==> config.mk <==
export PLATFORM = sky130hd
export DESIGN_NAME = ubg_baud_gen
export DESIGN_NICKNAME = d
export VERILOG_FILES = /design/src/inc/ubg_pkg.sv /design/src/logic/ubg_baud_gen.sv /design/src/logic/ubg_divisor_counter.sv
export SDC_FILE = /design/constraint.sdc
export NUM_CORES = 1
export LEC_CHECK = 0
export BUFFER_PORTS_ARGS = -buffer_cell sky130_fd_sc_hd__buf_4
export CAP_MARGIN = 20
export CORE_UTILIZATION = 30
export DETAILED_ROUTE_END_ITERATION = 6
export GPL_ROUTABILITY_DRIVEN = 0
export GPL_TIMING_DRIVEN = 0
export MAX_ROUTING_LAYER = met4
export PLACE_DENSITY = 0.61
export SLEW_MARGIN = 5
export SYNTH_ARGS = -nofsm -noshare
export SYNTH_HDL_FRONTEND = slang
export SYNTH_SLANG_ARGS = --single-unit
==> constraint.sdc <==
create_clock -name aclk -period 5.25 [get_ports aclk]
set_clock_uncertainty 0.2 [all_clocks]
set_input_delay 0.7875 -clock aclk [delete_from_list [all_inputs] [get_ports aclk]]
set_output_delay 0.7875 -clock aclk [all_outputs]
set_load 0.01 [all_outputs]
==> src/inc/ubg_pkg.sv <==
package ubg_pkg;

  // ----------------------------------------------------------------
  // Register map
  // ----------------------------------------------------------------
  // Register indices; the byte address on the bus is four times the index.
  localparam logic [31:0] IDX_CHANNEL_CONTROL_REG = 32'hFFFFFAA0;
  localparam logic [31:0] IDX_BASE_CLOCK_PRESCALE_SELECT = 32'hFFFFFAA1;
  localparam logic [31:0] IDX_BAUD_DIVISOR = 32'hFFFFFAA2;
  localparam logic [31:0] IDX_BAUD_STATUS = 32'hFFFFFAA3;
  localparam int ADDR_W = 12;

  // Reset values.
  localparam logic [7:0] RST_CHANNEL_CONTROL = 8'h00;
  localparam logic [7:0] RST_PRESCALE_SELECT = 8'h00;
  localparam logic [7:0] RST_BAUD_DIVISOR = 8'hFF;

  // Field positions in the channel control register.
  localparam int POS_CHANNEL_POWER = 7;
  localparam int POS_TRANSMIT_ENABLE = 6;
  localparam int POS_RECEIVE_ENABLE = 5;

  // Field positions in the status register.
  localparam int POS_ST_BASE_RUN = 0;
  localparam int POS_ST_TX_BAUD = 1;
  localparam int POS_ST_RX_BAUD = 2;

  // Prescaler code field and limits.
  localparam int PRESCALE_CODE_W = 4;
  localparam logic [3:0] PRESCALE_CODE_MAX = 4'hA;
  localparam int PRESCALE_CNT_W = 10;
  localparam logic [7:0] DIVISOR_K_MIN = 8'h04;

  // AXI responses.
  localparam logic [1:0] RESP_OKAY = 2'h0;
  localparam logic [1:0] RESP_DECERR = 2'h3;

  // Settings that steer the generator.
  typedef struct packed {
    logic channel_power_bit;
    logic transmit_enable_bit;
    logic receive_enable_bit;
    logic [3:0] prescale_code;
    logic [7:0] divisor_k;
  } ubg_cfg_s;

endpackage

==> src/logic/ubg_baud_gen.sv <==
// What this block does
// - An 8-bit prescale select register; low four bits pick the base clock.
// - Prescale select resets to zero, so base clock is the main clock.
// - Code m from 0 to 10 divides the main clock by two to m.
// - The divisor register resets to all ones, divisor 255.
// - Baud clock is the serial clock halved.
// - Serial clock is base clock divided by k; k from 4 to 255.
// - Baud rate equals main clock over two to m plus one times k.
// - The divisor is read and written as a whole byte; prescale select keeps only its low four bits.
// - Base clock reaches the divisor counters only while power is on.
// - Separate transmit and receive divisor counters share one divisor setting.
//
// Implementation choice: register access over AXI4-Lite.
`timescale 1ns/1ps
module ubg_baud_gen #(
  parameter int ADDR_W = ubg_pkg::ADDR_W
) (
  input wire logic aclk,
  input wire logic aresetn,
  input wire logic [ADDR_W-1:0] s_axi_awaddr,
  input wire logic s_axi_awvalid,
  output logic s_axi_awready,
  input wire logic [31:0] s_axi_wdata,
  input wire logic [3:0] s_axi_wstrb,
  input wire logic s_axi_wvalid,
  output logic s_axi_wready,
  output logic [1:0] s_axi_bresp,
  output logic s_axi_bvalid,
  input wire logic s_axi_bready,
  input wire logic [ADDR_W-1:0] s_axi_araddr,
  input wire logic s_axi_arvalid,
  output logic s_axi_arready,
  output logic [31:0] s_axi_rdata,
  output logic [1:0] s_axi_rresp,
  output logic s_axi_rvalid,
  input wire logic s_axi_rready,
  output logic tx_baud_clk_q,
  output logic tx_baud_tick_q,
  output logic rx_baud_clk_q,
  output logic rx_baud_tick_q
);

  // ----------------------------------------------------------------
  // Address decode
  // ----------------------------------------------------------------
  localparam logic [ADDR_W-1:0] A_CTRL = ADDR_W'({ubg_pkg::IDX_CHANNEL_CONTROL_REG, 2'b00});
  localparam logic [ADDR_W-1:0] A_PSEL = ADDR_W'({ubg_pkg::IDX_BASE_CLOCK_PRESCALE_SELECT, 2'b00});
  localparam logic [ADDR_W-1:0] A_DIV = ADDR_W'({ubg_pkg::IDX_BAUD_DIVISOR, 2'b00});
  localparam logic [ADDR_W-1:0] A_STAT = ADDR_W'({ubg_pkg::IDX_BAUD_STATUS, 2'b00});

  // Width of the free-running prescaler count, enough for the largest division.
  localparam int PRESCALE_W = ubg_pkg::PRESCALE_CNT_W;

  logic aw_have_q, aw_have_d, w_have_q, w_have_d, bvalid_d, rvalid_d;
  logic [ADDR_W-1:0] awaddr_q;
  logic [7:0] wbyte_q;
  logic wlane_q;
  logic [7:0] ctrl_q, psel_q, div_q;
  logic [PRESCALE_W-1:0] pcnt_q;
  logic base_tick_q;

  // Address matches for the held write address and the live read address.
  wire aw_is_ctrl = (awaddr_q == A_CTRL);
  wire aw_is_psel = (awaddr_q == A_PSEL);
  wire aw_is_div = (awaddr_q == A_DIV);
  wire aw_is_stat = (awaddr_q == A_STAT);
  wire ar_is_ctrl = (s_axi_araddr == A_CTRL);
  wire ar_is_psel = (s_axi_araddr == A_PSEL);
  wire ar_is_div = (s_axi_araddr == A_DIV);
  wire ar_is_stat = (s_axi_araddr == A_STAT);

  // Write is performed once both address and data are held.
  wire do_write = aw_have_q && w_have_q && !s_axi_bvalid;
  wire aw_take = s_axi_awvalid && s_axi_awready;
  wire w_take = s_axi_wvalid && s_axi_wready;
  wire ar_take = s_axi_arvalid && s_axi_arready;
  // A write with lane 0 off is answered but leaves every register as it was.
  wire wr_ctrl = do_write && wlane_q && aw_is_ctrl;
  wire wr_psel = do_write && wlane_q && aw_is_psel;
  wire wr_div = do_write && wlane_q && aw_is_div;
  // The status register is read-only: a write to it is answered but changes nothing.
  wire wr_hit = aw_is_ctrl || aw_is_psel || aw_is_div || aw_is_stat;
  wire rd_hit = ar_is_ctrl || ar_is_psel || ar_is_div || ar_is_stat;

  // Handshake next states; ready flags register their inverses, the write ones also low while a response is due.
  assign aw_have_d = aw_have_q ? !do_write : aw_take;
  assign w_have_d = w_have_q ? !do_write : w_take;
  assign bvalid_d = s_axi_bvalid ? !s_axi_bready : do_write;
  assign rvalid_d = s_axi_rvalid ? !s_axi_rready : ar_take;

  // ----------------------------------------------------------------
  // Settings view
  // ----------------------------------------------------------------
  // Named views of the setting fields that steer the prescaler and counters.
  ubg_pkg::ubg_cfg_s cfg;
  assign cfg.channel_power_bit = ctrl_q[ubg_pkg::POS_CHANNEL_POWER];
  assign cfg.transmit_enable_bit = ctrl_q[ubg_pkg::POS_TRANSMIT_ENABLE];
  assign cfg.receive_enable_bit = ctrl_q[ubg_pkg::POS_RECEIVE_ENABLE];
  assign cfg.prescale_code = psel_q[ubg_pkg::PRESCALE_CODE_W-1:0];
  assign cfg.divisor_k = div_q;

  // Read data selection; reserved bits read as zero.
  wire [7:0] stat_byte = {5'h00, rx_baud_clk_q, tx_baud_clk_q, cfg.channel_power_bit};
  wire [7:0] rd_byte = ar_is_ctrl ? ctrl_q :
                       ar_is_psel ? {4'h0, psel_q[3:0]} :
                       ar_is_div ? div_q :
                       ar_is_stat ? stat_byte : 8'h00;

  // ----------------------------------------------------------------
  // Bus handshake registers
  // ----------------------------------------------------------------
  // Address and data channels are accepted independently, in either order.
  // A ready flag drops after its channel is taken and returns only once the response is taken.
  always_ff @(posedge aclk) begin
    if (!aresetn) begin
      aw_have_q <= 1'b0;
      w_have_q <= 1'b0;
      s_axi_awready <= 1'b0;
      s_axi_wready <= 1'b0;
      s_axi_bvalid <= 1'b0;
      s_axi_arready <= 1'b0;
      s_axi_rvalid <= 1'b0;
    end else begin
      aw_have_q <= aw_have_d;
      w_have_q <= w_have_d;
      s_axi_awready <= !aw_have_d && !bvalid_d;
      s_axi_wready <= !w_have_d && !bvalid_d;
      s_axi_bvalid <= bvalid_d;
      s_axi_arready <= !rvalid_d;
      s_axi_rvalid <= rvalid_d;
    end
  end

  // Captured request payloads and answers.
  always_ff @(posedge aclk) begin
    if (!aresetn) begin
      awaddr_q <= '0;
      wbyte_q <= 8'h00;
      wlane_q <= 1'b0;
      s_axi_bresp <= ubg_pkg::RESP_OKAY;
      s_axi_rdata <= 32'h00000000;
      s_axi_rresp <= ubg_pkg::RESP_OKAY;
    end else begin
      if (aw_take) awaddr_q <= s_axi_awaddr;
      if (w_take) begin
        wbyte_q <= s_axi_wdata[7:0];
        wlane_q <= s_axi_wstrb[0];
      end
      if (do_write) s_axi_bresp <= wr_hit ? ubg_pkg::RESP_OKAY : ubg_pkg::RESP_DECERR;
      if (ar_take) begin
        s_axi_rdata <= {24'h000000, rd_byte};
        s_axi_rresp <= rd_hit ? ubg_pkg::RESP_OKAY : ubg_pkg::RESP_DECERR;
      end
    end
  end

  // ----------------------------------------------------------------
  // Setting registers
  // ----------------------------------------------------------------
  // Software must stop the channel before rewriting the settings; this logic
  // takes a write at any time and relies on that ordering.
  always_ff @(posedge aclk) begin
    if (!aresetn) begin
      ctrl_q <= ubg_pkg::RST_CHANNEL_CONTROL;
      psel_q <= ubg_pkg::RST_PRESCALE_SELECT;
      div_q <= ubg_pkg::RST_BAUD_DIVISOR;
    end else begin
      // Only power and the two enables are kept; the other control bits read zero.
      if (wr_ctrl) ctrl_q <= {wbyte_q[7:5], 5'h00};
      if (wr_psel) psel_q <= {4'h0, wbyte_q[3:0]};
      if (wr_div) div_q <= wbyte_q;
    end
  end

  // ----------------------------------------------------------------
  // Base clock prescaler
  // ----------------------------------------------------------------
  // Prohibited codes above the maximum act as the maximum.
  wire [3:0] code_eff = (cfg.prescale_code > ubg_pkg::PRESCALE_CODE_MAX) ? ubg_pkg::PRESCALE_CODE_MAX :
                        cfg.prescale_code;
  wire [PRESCALE_W-1:0] pmask = PRESCALE_W'((11'h001 << code_eff) - 11'h001);
  // A tick every two to the m main clocks, giving the base clock.
  wire base_tick_d = cfg.channel_power_bit && ((pcnt_q & pmask) == pmask);

  // The prescaler runs and the base clock is issued only while powered.
  // The base tick is registered, so both counters see it one cycle late;
  // they share it, so the lag is equal and no period is changed by it.
  always_ff @(posedge aclk) begin
    if (!aresetn || !cfg.channel_power_bit) begin
      pcnt_q <= '0;
      base_tick_q <= 1'b0;
    end else begin
      pcnt_q <= pcnt_q + PRESCALE_W'(1);
      base_tick_q <= base_tick_d;
    end
  end

  // ----------------------------------------------------------------
  // Transmit and receive divisor counters
  // ----------------------------------------------------------------
  // Two independent counters fed by the same base clock and divisor.
  // Each counter clears itself whenever power or its own enable is off.
  ubg_divisor_counter #(.CNT_W(8)) u_tx_counter (
    .aclk(aclk),
    .aresetn(aresetn),
    .run(cfg.channel_power_bit && cfg.transmit_enable_bit),
    .base_tick(base_tick_q),
    .divisor_k(cfg.divisor_k),
    .baud_clk_q(tx_baud_clk_q),
    .baud_tick_q(tx_baud_tick_q)
  );

  ubg_divisor_counter #(.CNT_W(8)) u_rx_counter (
    .aclk(aclk),
    .aresetn(aresetn),
    .run(cfg.channel_power_bit && cfg.receive_enable_bit),
    .base_tick(base_tick_q),
    .divisor_k(cfg.divisor_k),
    .baud_clk_q(rx_baud_clk_q),
    .baud_tick_q(rx_baud_tick_q)
  );

endmodule // ubg_baud_gen

==> src/logic/ubg_divisor_counter.sv <==
`timescale 1ns/1ps
module ubg_divisor_counter #(
  parameter int CNT_W = 8
) (
  input wire logic aclk,
  input wire logic aresetn,
  input wire logic run,
  input wire logic base_tick,
  input wire logic [CNT_W-1:0] divisor_k,
  output logic baud_clk_q,
  output logic baud_tick_q
);

  logic [CNT_W-1:0] cnt_q;
  logic [CNT_W-1:0] k_eff;
  logic serial_pulse;

  // Prohibited divisors below the minimum are treated as the minimum.
  assign k_eff = (divisor_k < CNT_W'(ubg_pkg::DIVISOR_K_MIN)) ? CNT_W'(ubg_pkg::DIVISOR_K_MIN) : divisor_k;
  // One serial clock pulse every k base clock ticks.
  assign serial_pulse = run && base_tick && (cnt_q >= k_eff - CNT_W'(1));

  // Counter, baud clock halving the serial clock, and rising-edge tick.
  always_ff @(posedge aclk) begin
    if (!aresetn || !run) begin
      cnt_q <= '0;
      baud_clk_q <= 1'b0;
      baud_tick_q <= 1'b0;
    end else begin
      if (base_tick) begin
        cnt_q <= serial_pulse ? '0 : cnt_q + CNT_W'(1);
      end
      if (serial_pulse) begin
        baud_clk_q <= ~baud_clk_q;
      end
      baud_tick_q <= serial_pulse && !baud_clk_q;
    end
  end

endmodule // ubg_divisor_counter

* After elaboration in Yosys (flattened, before gate mapping)
Cells that the tools add are included.
** Storage, ports and cells
- Register bits :: 86
- Input bits :: 67
** Cells by class
- Add/sub/neg operators :: 5
- Magnitude comparators :: 4
- Equality and inequality tests :: 9
- Shift-type cells :: 1
- Muxes and demuxes :: 14
- Bitwise logic cells :: 3
- Reduce and logical (&&, ||, !) cells :: 43
** Operators with widths (number)
- $eq 12x12->1 const B :: 8
- $mux 8 :: 6
- $logic_and 1x1->1 :: 20
- $add 8x1->8 const B :: 2
- $ge 8x8->1 :: 2
- $logic_not 1->1 :: 14
- $add 10x1->10 const B :: 1
- $and 10x10->10 :: 1
- $eq 10x10->1 :: 1
- $shl 1x4->10 const A :: 1
- $sub 10x1->10 const B :: 1
- $logic_or 1x1->1 :: 9
- $lt 8x3->1 const B :: 1
- $sub 8x1->8 const B :: 1
- $gt 4x4->1 const B :: 1
- $mux 1 :: 4
- $mux 2 :: 2
- $mux 4 :: 1
- $mux 3 :: 1
- $not 1->1 :: 2

* Depth between registers and ports, before layout
Gate-level depths: netlist of run 1.
- Word-level depth :: 7
- Mapped depth :: 14
- Mapped depth without buffers :: 12

* Cells and area by module
From an unflattened synthesis of run 1, not the netlist that was laid out.
** Second synthesis, totals
- Cell total of the unflattened synthesis :: 528
- Area, all modules :: 4410.5 um2
** Modules (own cells, without submodules)
- ubg_baud_gen :: instances 1, cells an instance 358, area an instance 2949.1 um2
- ubg_divisor_counter :: instances 2, cells an instance 85, area an instance 730.7 um2

* Least setup slack after synthesis of run 1
OpenSTA, ideal clock, no wires.
- Path kind :: reg-to-reg
- Start :: reg div_q[7]
- End :: reg u_rx_counter.baud_clk_q
- Arrival :: 3.101 ns
- Data required time :: 4.929 ns
- Slack :: 1.827 ns
- Stages on the path, launching flop included :: 15
- Clock period less this slack :: 3.423 ns
- Path through :: dfxtp_1 clkbuf_1 nor3_1 nand2_1 o21ai_0 ha_1 nor3b_1 xnor2_1 ha_1 a21oi_1 o21ai_0 maj3_2 o211a_1 buf_6 mux2_4
** Between the ends
- Longest elaborated chain between the ends :: 5
** RTL lines
- from (decl) :: RTL line ubg_baud_gen.sv:58 : logic [7:0] ctrl_q, psel_q, div_q;
- from (signal assigned) :: RTL line ubg_baud_gen.sv:166 : div_q <= ubg_pkg::RST_BAUD_DIVISOR;
- from (signal assigned) :: RTL line ubg_baud_gen.sv:171 : if (wr_div) div_q <= wbyte_q;
- $lt 8x3->1 :: RTL line ubg_divisor_counter.sv:19 : assign k_eff = (divisor_k < CNT_W'(ubg_pkg::DIVISOR_K_MIN)) ? CNT_W'(ubg_pkg::DIVISOR_K_MIN) : divisor_k;
- $mux 8 (*) :: RTL line ubg_divisor_counter.sv:19
- $sub 8x1->8 (*) :: RTL line ubg_divisor_counter.sv:21 : assign serial_pulse = run && base_tick && (cnt_q >= k_eff - CNT_W'(1));
- $ge 8x8->1 (*) :: RTL line ubg_divisor_counter.sv:21
- $logic_and 1x1->1 (*) :: RTL line ubg_divisor_counter.sv:21
- to (signal assigned) :: RTL line ubg_divisor_counter.sv:34 : baud_clk_q <= ~baud_clk_q;
- to (decl) :: RTL line ubg_divisor_counter.sv:10 : output logic baud_clk_q,
Mark *: on every way between the ends. The rest lies on a longest branch, timed or not.
A chain may end at the register's enable or synchronous reset.

* Final worst setup path of run 1
Same ends and word-level chain as after synthesis.

==> results of run 1 <==
-- cells by family (layout without fill, tap and decap cells) --
logic type / Yosys count / count (layout)
flops: 84 / 84
other cells: 1 / 24
simple gates: 204 / 204
compound gates: 75 / 75
buf+inv: 60 / 134
mux: 25 / 25
xor+xnor: 26 / 26
fa+ha+maj: 17 / 17
-- routing by layer --
layer	routed length (um)	vias to the layer above	track usage [%]
li1	-	1821	-
met1	4260	1609	16.7
met2	4540	102	24.0
met3	479	14	4.04
met4	110	0	3.28
met5	0	-	-
-- worst max path at each step --
stage             start                      end
4_1_cts        div_q[7]  u_rx_counter.baud_clk_q
3_3_place_gp   div_q[7]  u_rx_counter.baud_clk_q
2_1_floorplan  div_q[7]  u_rx_counter.baud_clk_q
5_1_grt        div_q[7]  u_rx_counter.baud_clk_q
3_5_place_dp   div_q[7]  u_rx_counter.baud_clk_q
6_report       div_q[7]  u_rx_counter.baud_clk_q
-- area by class of cell --
class / instances / area (sq um)
flip-flops and latches: 84 / 1680
fillers: 1337 / 8150
inverters: 11 / 41.3
multi-input cells: 371 / 2230
clock buffers: 9 / 225
clock inverters: 7 / 105
well taps: 176 / 220
plain buffers: 49 / 314
repair buffers: 58 / 435
-- stage by stage --
step | cells | power, uW | util, % | cell area (sq um) | hold slack [ns]
floorplan | 515 | 727 | - | 4270 | 0.222
global placement | 749 | 766 | 36.7 | 4920 | 0.241
detailed placement | 749 | 767 | 36.7 | 4920 | 0.245
CTS | 765 | 1470 | 39.2 | 5250 | 0.260
global route | 765 | 1510 | 39.2 | 5250 | 0.287
finish | 765 | 1450 | 39.2 | 5250 | 0.256
-- worst max-delay path: cells and delay by family, from the launching register on --
family | cells | cell delay, ns
multiplexers | 1 | 0.29
adder cells (fa/ha/maj) | 3 | 0.96
AO/OA/AOI/OAI | 4 | 0.80
flip-flops | 1 | 0.29
XOR/XNOR | 1 | 0.20
buffers and inverters | 2 | 0.35
AND/OR/NAND/NOR | 3 | 0.68
-- cells in the mapped netlist (3+ instances only) --
master / instances / area share [%]
nor3b_1: 4 / 0.72
nor4b_1: 6 / 1.3
o21ai_0: 10 / 1.2
a22oi_1: 6 / 1.1
buf_4: 28 / 5.0
inv_1: 11 / 0.99
nand4_1: 4 / 0.60
nor2_1: 50 / 4.5
and2_1: 3 / 0.45
xor2_1: 12 / 2.5
nor3_1: 22 / 2.6
mux2i_1: 17 / 4.1
nand3_1: 14 / 1.7
mux2_2: 6 / 1.6
dfxtp_1: 84 / 40
a21oi_1: 35 / 4.2
and3_1: 6 / 0.90
nand2_1: 73 / 6.6
xnor2_1: 14 / 2.9
nor2b_1: 3 / 0.45
nand2b_1: 7 / 1.0
ha_1: 15 / 4.5
clkbuf_1: 17 / 1.5
-- state kept, by name, indices dropped and copies added, names as in the netlist, 3 cells and up --
signal and count:
pcnt_q 10, psel_q 4, div_q 8, ctrl_q 3, s_axi_rdata 8, wbyte_q 8, u_rx_counter.cnt_q 8, u_tx_counter.cnt_q 8
awaddr_q 12
-- where the power goes --
part / internal, uW / leakage (uW) / switching [uW] / total (uW)
Combinational: 48.9 / 0.00126 / 45.5 / 94.4
Sequential: 650 / 0.000680 / 8.89 / 659
Clock: 424 / 0.000159 / 274 / 698
Total: 1120 / 0.00210 / 328 / 1450
==> flow_summary.ini, run 1 <==
[drt]
drt_iter0_markers = 174
vias_per_cell = 4.64
dr.pass1.iters = 5
drc = 0
finalWirelength_um = 9390
wl_per_cell_um = 12.3
num_vias = 3546
antenna_left = 0

[cts]
htree_levels = 3
numCtsBuffers = 9
path_clk_slew_ns = 0.07
cts_tree = done
post-cts-setup-buffer-count = 0
cts_resized = 0
clockBufferDepth = 2
cts_num_sinks = 84
worstSkewPairLatency_ns = 0.34
cts-root-buf = clkbuf_16
ctsHoldBuffers = 0

[layout]
drive_gt1_share_pct = 20.7
layout_commonest_cell = buf_4
num_antenna_cells = 0
fin_nets = 666
mostFrequentLayoutCells = buf_4, dfxtp_1, nand2_1, nor2_1, a21oi_1
area.growth.synth_to_final_pct = 25.7

[synthesis]
synthMuxAreaShare_pct = 6.41
synthCells = 492
synthAdderAreaFrac_pct = 5.03
yosys_most_used_dff = dfxtp_1
yosysWarnings = 0
synth_compound_area_share_pct = 11.0
synth-async-reset-ratio_pct = 0
syn_avg_cell_area_sq_um = 8.49
ys_ff_latch = 84
synthSimpleGateAreaFrac_pct = 23.3
synth_area_sq_mm = 0.00418
synth_cell_types = 58
synth_top_family_by_area = simple AND/OR/NAND/NOR gates
synth_edf_count = 0
synth-xor-area-share_pct = 5.45
ys_seq_area_share_pct = 40.2

[critical_path]
critPathMaxFanout = 10
rr_endpoint = u_rx_counter.baud_clk_q
r2r-start = div_q[7]
rr_worst_depth = 14
critPathKind = register to register
rrSetupSlack_ns = 1.37
cpMaxStageDelayCell = o21ai_0
cp.required_ns = 5.28
cp-end-kind = register
worstPathArrival_ns = 3.91
crit_chain = clkbuf_1 -> nor3_1 -> nand2_1 -> o21ai_0 -> ha_1 -> nor3b_1 -> xnor2_1 -> ha_1 -> a21oi_1 -> o21ai_0 -> maj3_2 -> o211a_1 -> buf_6 -> mux2_4
cp-start-kind = register
slowest_delay_ns = 0.36

[hold_path]
hold_path_depth = 2
hp-start = awaddr_q[7]
hold_path_class = register to register
min_to = awaddr_q[7]

[global_route]
grt_max_degree = 17
grt_pass1_wl_um = 16100
track_usage_pct = 14.2
overflow = 0
grt_pass1_vias = 3460
antenna_found_initial = 0

[timing]
finalSetupViolCount = 0
fin_crit_sh_pct = 73.9
setup_ws_ns = 1.37
fin_setup_tns_ns = 0
finalHoldViolCount = 0
rsz0062_at_grt = no
drv_slew = 0
tightest_slew_ns = 0.574
clock.fmax_ghz = 0.258
slew_headroom_pct = 61.4
period_minus_slack_ns = 3.88

[placed_design]
place_ws_ns = 1.37
place.detailed.hpwl_um = 7110
portBuffers = 58

[floorplanning]
num_rows = 42
core_area_sq_mm = 0.0134
io_pins = 112
die_y_um = 120
die_w_um = 120
initial_core_util_pct = 31.2
dieArea_sq_mm = 0.0144

[power_and_ir_drop]
p_leak_uw = 0.00210
peakVddDrop_uv = 186
power.density_mw_per_mm2 = 276

[job]
max_cap_viol_count = 0

[outcome]
status = completed
(Power assumes the default switching activity.)
==> run 2, diff against run 1 <==
ABC_AREA = 1   (was not set)
clock period = 3.66 ns   (was 5.25 ns; I/O delays follow)
==> run 2 against run 1 <==
Maximum frequency up 38%. Flip-flop and latch count unchanged. Die area up 2.7%. Sequential power up 45%. Synthesized cell count up 16%. Via count up 5.5%. Core utilization down 0.65 points. Register-to-register slack worse by 0.52 ns. Hold slack worse by 0.0013 ns. Largest cell class unchanged.
==> flow_summary.ini, run 2 <==
[layout]
fin_nets = 747
final_area_sq_mm = 0.00537
num_antenna_cells = 0
largest_reg_flops = 12
drive_gt1_share_pct = 20.0
largest_register = awaddr_q
final_cells = 849
post-route-util_pct = 38.5
area.growth.synth_to_final_pct = 25.1
fillers = 1475
top_regs = awaddr_q: 12 flops, pcnt_q: 10 flops
layout_commonest_cell = nand2_1
mostFrequentLayoutCells = nand2_1, buf_4, dfxtp_1, inv_1, nor2_1

[cts]
post-cts-setup-buffer-count = 0
cts-root-buf = clkbuf_16
cts_tree = done
ctsHoldBuffers = 0
cts_num_sinks = 84
htree_levels = 3
clockBufferDepth = 2
worstSkewPairLatency_ns = 0.34
cts_resized = 0
path_clk_slew_ns = 0.06
numCtsBuffers = 9

[timing]
finalSetupViolCount = 0
tightest_slew_ns = 0.591
drv_slew = 0
clock.fmax_ghz = 0.356
slew_headroom_pct = 60.4
period_minus_slack_ns = 2.81
rsz0062_at_grt = no
finalHoldViolCount = 0
fin_setup_tns_ns = 0
fin_crit_sh_pct = 76.7
holdWs_ns = 0.255

[critical_path]
rr_worst_depth = 18
cp-end-kind = register
rr_endpoint = u_tx_counter.cnt_q[7]
worstPathArrival_ns = 2.88
critPathKind = register to register
cp-start-kind = register
cp-endpoint = u_tx_counter.cnt_q[7]
startpoint = div_q[4]
r2r-start = div_q[4]
critPathMaxFanout = 7
cp.required_ns = 3.73
rrSetupSlack_ns = 0.85

[synthesis]
ys_seq_area_share_pct = 39.2
synth_top_cells_by_area = dfxtp_1, nand2_1, inv_1
post-synth-top-count-cell = nand2_1
synth_edf_count = 0
synth_top_area_share_pct = 39.2
ys_ff_latch = 84
syn_avg_cell_area_sq_um = 7.51
synth_area_sq_mm = 0.00429
synth_common_cells = nand2_1, dfxtp_1, inv_1
synth-async-reset-ratio_pct = 0
yosysWarnings = 0
synth_cell_types = 39
synthCells = 572
yosys_most_used_dff = dfxtp_1
synth_top_area_cell = dfxtp_1

[floorplanning]
io_pins = 112
num_rows = 43
core_area_sq_mm = 0.0139
dieArea_sq_mm = 0.0148
die_w_um = 122
initial_core_util_pct = 30.8
die_y_um = 122

[global_route]
antenna_found_initial = 0
grt_max_degree = 16
overflow = 0
track_usage_pct = 14.4
grt_pass1_wl_um = 16200
grt_pass1_vias = 3408

[placed_design]
place.detailed.hpwl_um = 7560
place_area_sq_mm = 0.00505
dp_cells = 834
portBuffers = 59

[drt]
num_vias = 3740
dr.pass1.iters = 4
vias_per_cell = 4.41
drt_iter0_markers = 144
top_layer_used = met4
drc = 0
finalWirelength_um = 9720
met2WireLength_um = 4310
antenna_left = 0
wl_met3_um = 367
m1WireLength_um = 4800
wl_per_cell_um = 11.4

[outcome]
status = completed

[power_and_ir_drop]
seqPwrFrac_pct = 45.3
swShare_pct = 23.1
p_comb_share_pct = 7.8
intPower_uw = 1620
p_leak_uw = 0.00249
clkPwrFrac_pct = 46.9
power_switching_uw = 488
power.density_mw_per_mm2 = 393
peakVddDrop_uv = 235

[job]
max_cap_viol_count = 0

[hold_path]
hold_path_class = register to register
==> run 2: cell types whose count changed in the layout (fill, tap and decap cells not counted), moves of 11 or more <==
cell and delta:
inv_1 +69, o21ai_0 +31, mux2i_1 -17, nor2_1 +16, nand2_1 +15, nand3_1 +11
==> run 2: how the worst min path moves through the flow <==
stage,from,endpoint,depth (start not counted)
2_1_floorplan,w_have_q,s_axi_wready,1
3_3_place_gp,wbyte_q[4],wbyte_q[4],2
3_5_place_dp,w_have_q,s_axi_wready,1
4_1_cts,s_axi_awaddr[5],awaddr_q[5],3
5_1_grt,s_axi_awaddr[0],awaddr_q[0],3
6_report,wbyte_q[4],wbyte_q[4],2
==> run 2: stage by stage <==
stage | worst slack, ns | power [uW]
after floorplan | 1.28 | 1070
after global placement | 0.866 | 1140
after detailed placement | 0.854 | 1140
after CTS | 0.837 | 2140
after global routing | 0.579 | 2200
final | 0.854 | 2110
==> run 2: worst max-delay path, cell delays in order (launching register included) <==
cell     delay, ns
dfxtp_1       0.50
nor2_4        0.08
nand3_4       0.12
nand2_1       0.14
ha_1          0.21
inv_1         0.14
xor2_1        0.29
ha_1          0.29
nand2_1       0.06
nand2_1       0.05
nand2_1       0.05
nand2_1       0.05
nand2_1       0.05
nand3_1       0.07
nand2_1       0.08
nand2_2       0.07
nand2_4       0.10
nand2_8       0.09
nor2_2        0.11
==> run 2: cell families after synthesis <==
family | Yosys count | synth area share (%)
buffers and inverters | 119 | 12.8
adder cells (fa/ha/maj) | 15 | 4.37
AND/OR/NAND/NOR | 237 | 26.7
AO/OA/AOI/OAI | 97 | 13.0
XOR/XNOR | 19 | 3.88
flip-flops | 84 | 39.2
other | 1 | 0.0873
==> run 2: final cells by class <==
type	count	area [sq um]	share of cell area (%)
clock buffers	9	225	4.19
repair buffers	59	443	8.25
flip-flops and latches	84	1680	31.3
inverters	82	308	5.73
multi-input cells	392	2150	40.0
well taps	180	225	4.19
clock inverters	6	96.3	1.79
plain buffers	37	243	4.52
==> run 2: power groups by stage <==
| stage | sequential, uW | clock, uW | combinational, uW |
|---|---|---|---|
| final | 957 | 990 | 165 |
| after global routing | 960 | 1060 | 185 |
| after CTS | 957 | 1020 | 165 |
| after detailed placement | 977 | 0 | 165 |
| after global placement | 977 | 0 | 164 |
| after floorplan | 979 | 0 | 95.8 |
==> run 2: layer usage <==
layer | up-vias | GRT usage (%)
met5 | - | -
met4 | 0 | 6.64
met1 | 1647 | 18.8
li1 | 2002 | -
met2 | 72 | 21.8
met3 | 19 | 2.29
==> run 3, diff against run 2 <==
ABC_AREA = 0   (was 1)
clock period = 2.9 ns   (was 3.66 ns; I/O delays follow)
==> run 3 against run 2 <==
The flow now finishes with violations (setup timing). Flip-flop and latch count unchanged. Non-clock buffer count increased by 34. First-iteration DRC count increased by 31%. Sequential share of layout area decreased by 1.0 points.
==> flow_summary.ini, run 3 (synthesized netlist as in run 1, its figures left out) <==
[layout]
largest_register = awaddr_q
fillers = 1346
mostFrequentLayoutCells = buf_4, dfxtp_1, nand2_1, nor2_1, a21oi_1
top_regs = awaddr_q: 12 flops, pcnt_q: 10 flops
layout_commonest_cell = buf_4
fin_nets = 689
post-route-util_pct = 41.7
num_antenna_cells = 0
area.growth.synth_to_final_pct = 33.7
largest_reg_flops = 12
drive_gt1_share_pct = 28.9

[cts]
htree_levels = 3
numCtsBuffers = 9
cts_tree = done
cts-root-buf = clkbuf_16
worstSkewPairLatency_ns = 0.35
path_clk_slew_ns = 0.06
clockBufferDepth = 2
cts_num_sinks = 84

[global_route]
grt_pass1_wl_um = 16400
grt_max_degree = 16
antenna_found_initial = 0
grt_pass1_vias = 3482
track_usage_pct = 14.8
overflow = 0

[critical_path]
worstPathArrival_ns = 3.15
rrSetupSlack_ns = -0.22
crit_chain = nor3_4 -> nand2_4 -> o21ai_4 -> ha_4 -> nor3b_4 -> xnor2_2 -> ha_1 -> a21oi_1 -> o21ai_1 -> maj3_2 -> o211a_1 -> buf_6 -> mux2_4
cpMaxStageDelayCell = dfxtp_2
critPathKind = register to register
critPathMaxFanout = 7
r2r-start = div_q[7]
rr_worst_depth = 13
critPathTopFamily = adder cells
cp-start-kind = register
critPathBufInv = 1
startpoint = div_q[7]
cp-end-kind = register
cp.required_ns = 2.93
cp-endpoint = u_rx_counter.baud_clk_q
slowest_delay_ns = 0.34
rr_endpoint = u_rx_counter.baud_clk_q
path_depth = 13

[timing]
fin_crit_sh_pct = 108
fin_setup_tns_ns = -2.09
finalHoldViolCount = 0
tightest_slew_ns = 0.603
clock.fmax_ghz = 0.321
setup_ws_ns = -0.219
rsz0062_at_grt = yes
drv_slew = 0
finalSetupViolCount = 19
period_minus_slack_ns = 3.12
slew_headroom_pct = 59.8

[drt]
dr.pass1.iters = 4
finalWirelength_um = 9920
drc = 0
num_vias = 3658
drt_iter0_markers = 189
vias_per_cell = 4.64
wl_per_cell_um = 12.6
antenna_left = 0

[floorplanning]
io_pins = 112
dieArea_sq_mm = 0.0144
die_y_um = 120
die_w_um = 120
num_rows = 42
initial_core_util_pct = 31.2
core_area_sq_mm = 0.0134

[power_and_ir_drop]
p_leak_uw = 0.00228
power.density_mw_per_mm2 = 440
peakVddDrop_uv = 267

[hold_path]
hold_path_class = primary input to register

[outcome]
failed_checks = setup timing
status = finished, violations left

[job]
max_cap_viol_count = 0

[placed_design]
place.detailed.hpwl_um = 7060
portBuffers = 58
run 3: cell count changes in the layout (fill, tap and decap cells not counted), moves of 11 or more:
| cell | delta |
|---|---|
| nor3_2 | +11 |
| buf_4 | +21 |
| nand2_1 | -16 |
| nand3_1 | -11 |
| inv_1 | -69 |
| o21ai_0 | -35 |
| mux2i_1 | +17 |
| nor2_1 | -17 |
run 3: power breakdown:
part	switching (uW)	internal, uW	total, uW
clock network	486	610	1100
registers	16.1	1170	1190
logic	82.7	88.6	171
run 3: final cells by class:
cell class | instances | area [sq um] | share of cell area (%)
clock buffer | 10 | 239 | 4.28
inverter | 11 | 41.3 | 0.739
clock inverter | 6 | 48.8 | 0.874
sequential | 84 | 1690 | 30.3
tap | 176 | 220 | 3.94
buffer | 46 | 304 | 5.44
multi-input combinational | 371 | 2400 | 42.9
timing repair buffer | 84 | 642 | 11.5
run 3: how the worst min path moves through the flow:
stage | start | endpoint | slack (ns) | depth (start not counted)
after global placement | awaddr_q[10] | awaddr_q[10] | 0.24 | 2
after CTS | s_axi_awaddr[8] | awaddr_q[8] | 0.13 | 3
after global routing | s_axi_awaddr[8] | awaddr_q[8] | 0.14 | 3
after floorplan | aw_have_q | s_axi_awready | 0.22 | 1
after detailed placement | w_have_q | s_axi_wready | 0.25 | 1
final | s_axi_awaddr[8] | awaddr_q[8] | 0.13 | 3
run 3: per-stage QoR:
step / cell area (sq um) / hold WS (ns) / setup slack (ns) / total power [uW] / std cells
final: 5590 / 0.135 / -0.219 / 2460 / 788
after global routing: 5590 / 0.139 / -0.340 / 2550 / 788
after CTS: 5530 / 0.127 / -0.273 / 2490 / 782
after detailed placement: 4960 / 0.248 / -0.580 / 1390 / 749
after global placement: 4960 / 0.240 / -0.491 / 1390 / 749
after floorplan: 4310 / 0.222 / -0.213 / 1320 / 515
run 3: repair_timing:
action	CTS	global route
setup buffers	19	7
hold buffers	0	0
gates cloned	0	0
pin swaps	22	13
gates resized for setup	31	5
endpoints found under the setup margin	20	20
run 3: worst register-to-register path, stage by stage, from the launching register on:
cell     delay, ns
dfxtp_2       0.34
nor3_4        0.23
nand2_4       0.10
o21ai_4       0.16
ha_4          0.18
nor3b_4       0.21
xnor2_2       0.15
ha_1          0.27
a21oi_1       0.13
o21ai_1       0.08
maj3_2        0.30
o211a_1       0.22
buf_6         0.14
mux2_4        0.29
run 3: metal layers:
layer	up-vias	part of all wire [%]	global-route usage, %
met4	0	1.7	5.39
met3	14	4.0	3.47
met1	1693	45	17.4
met2	84	49	24.4
met5	-	0	-
li1	1867	-	-
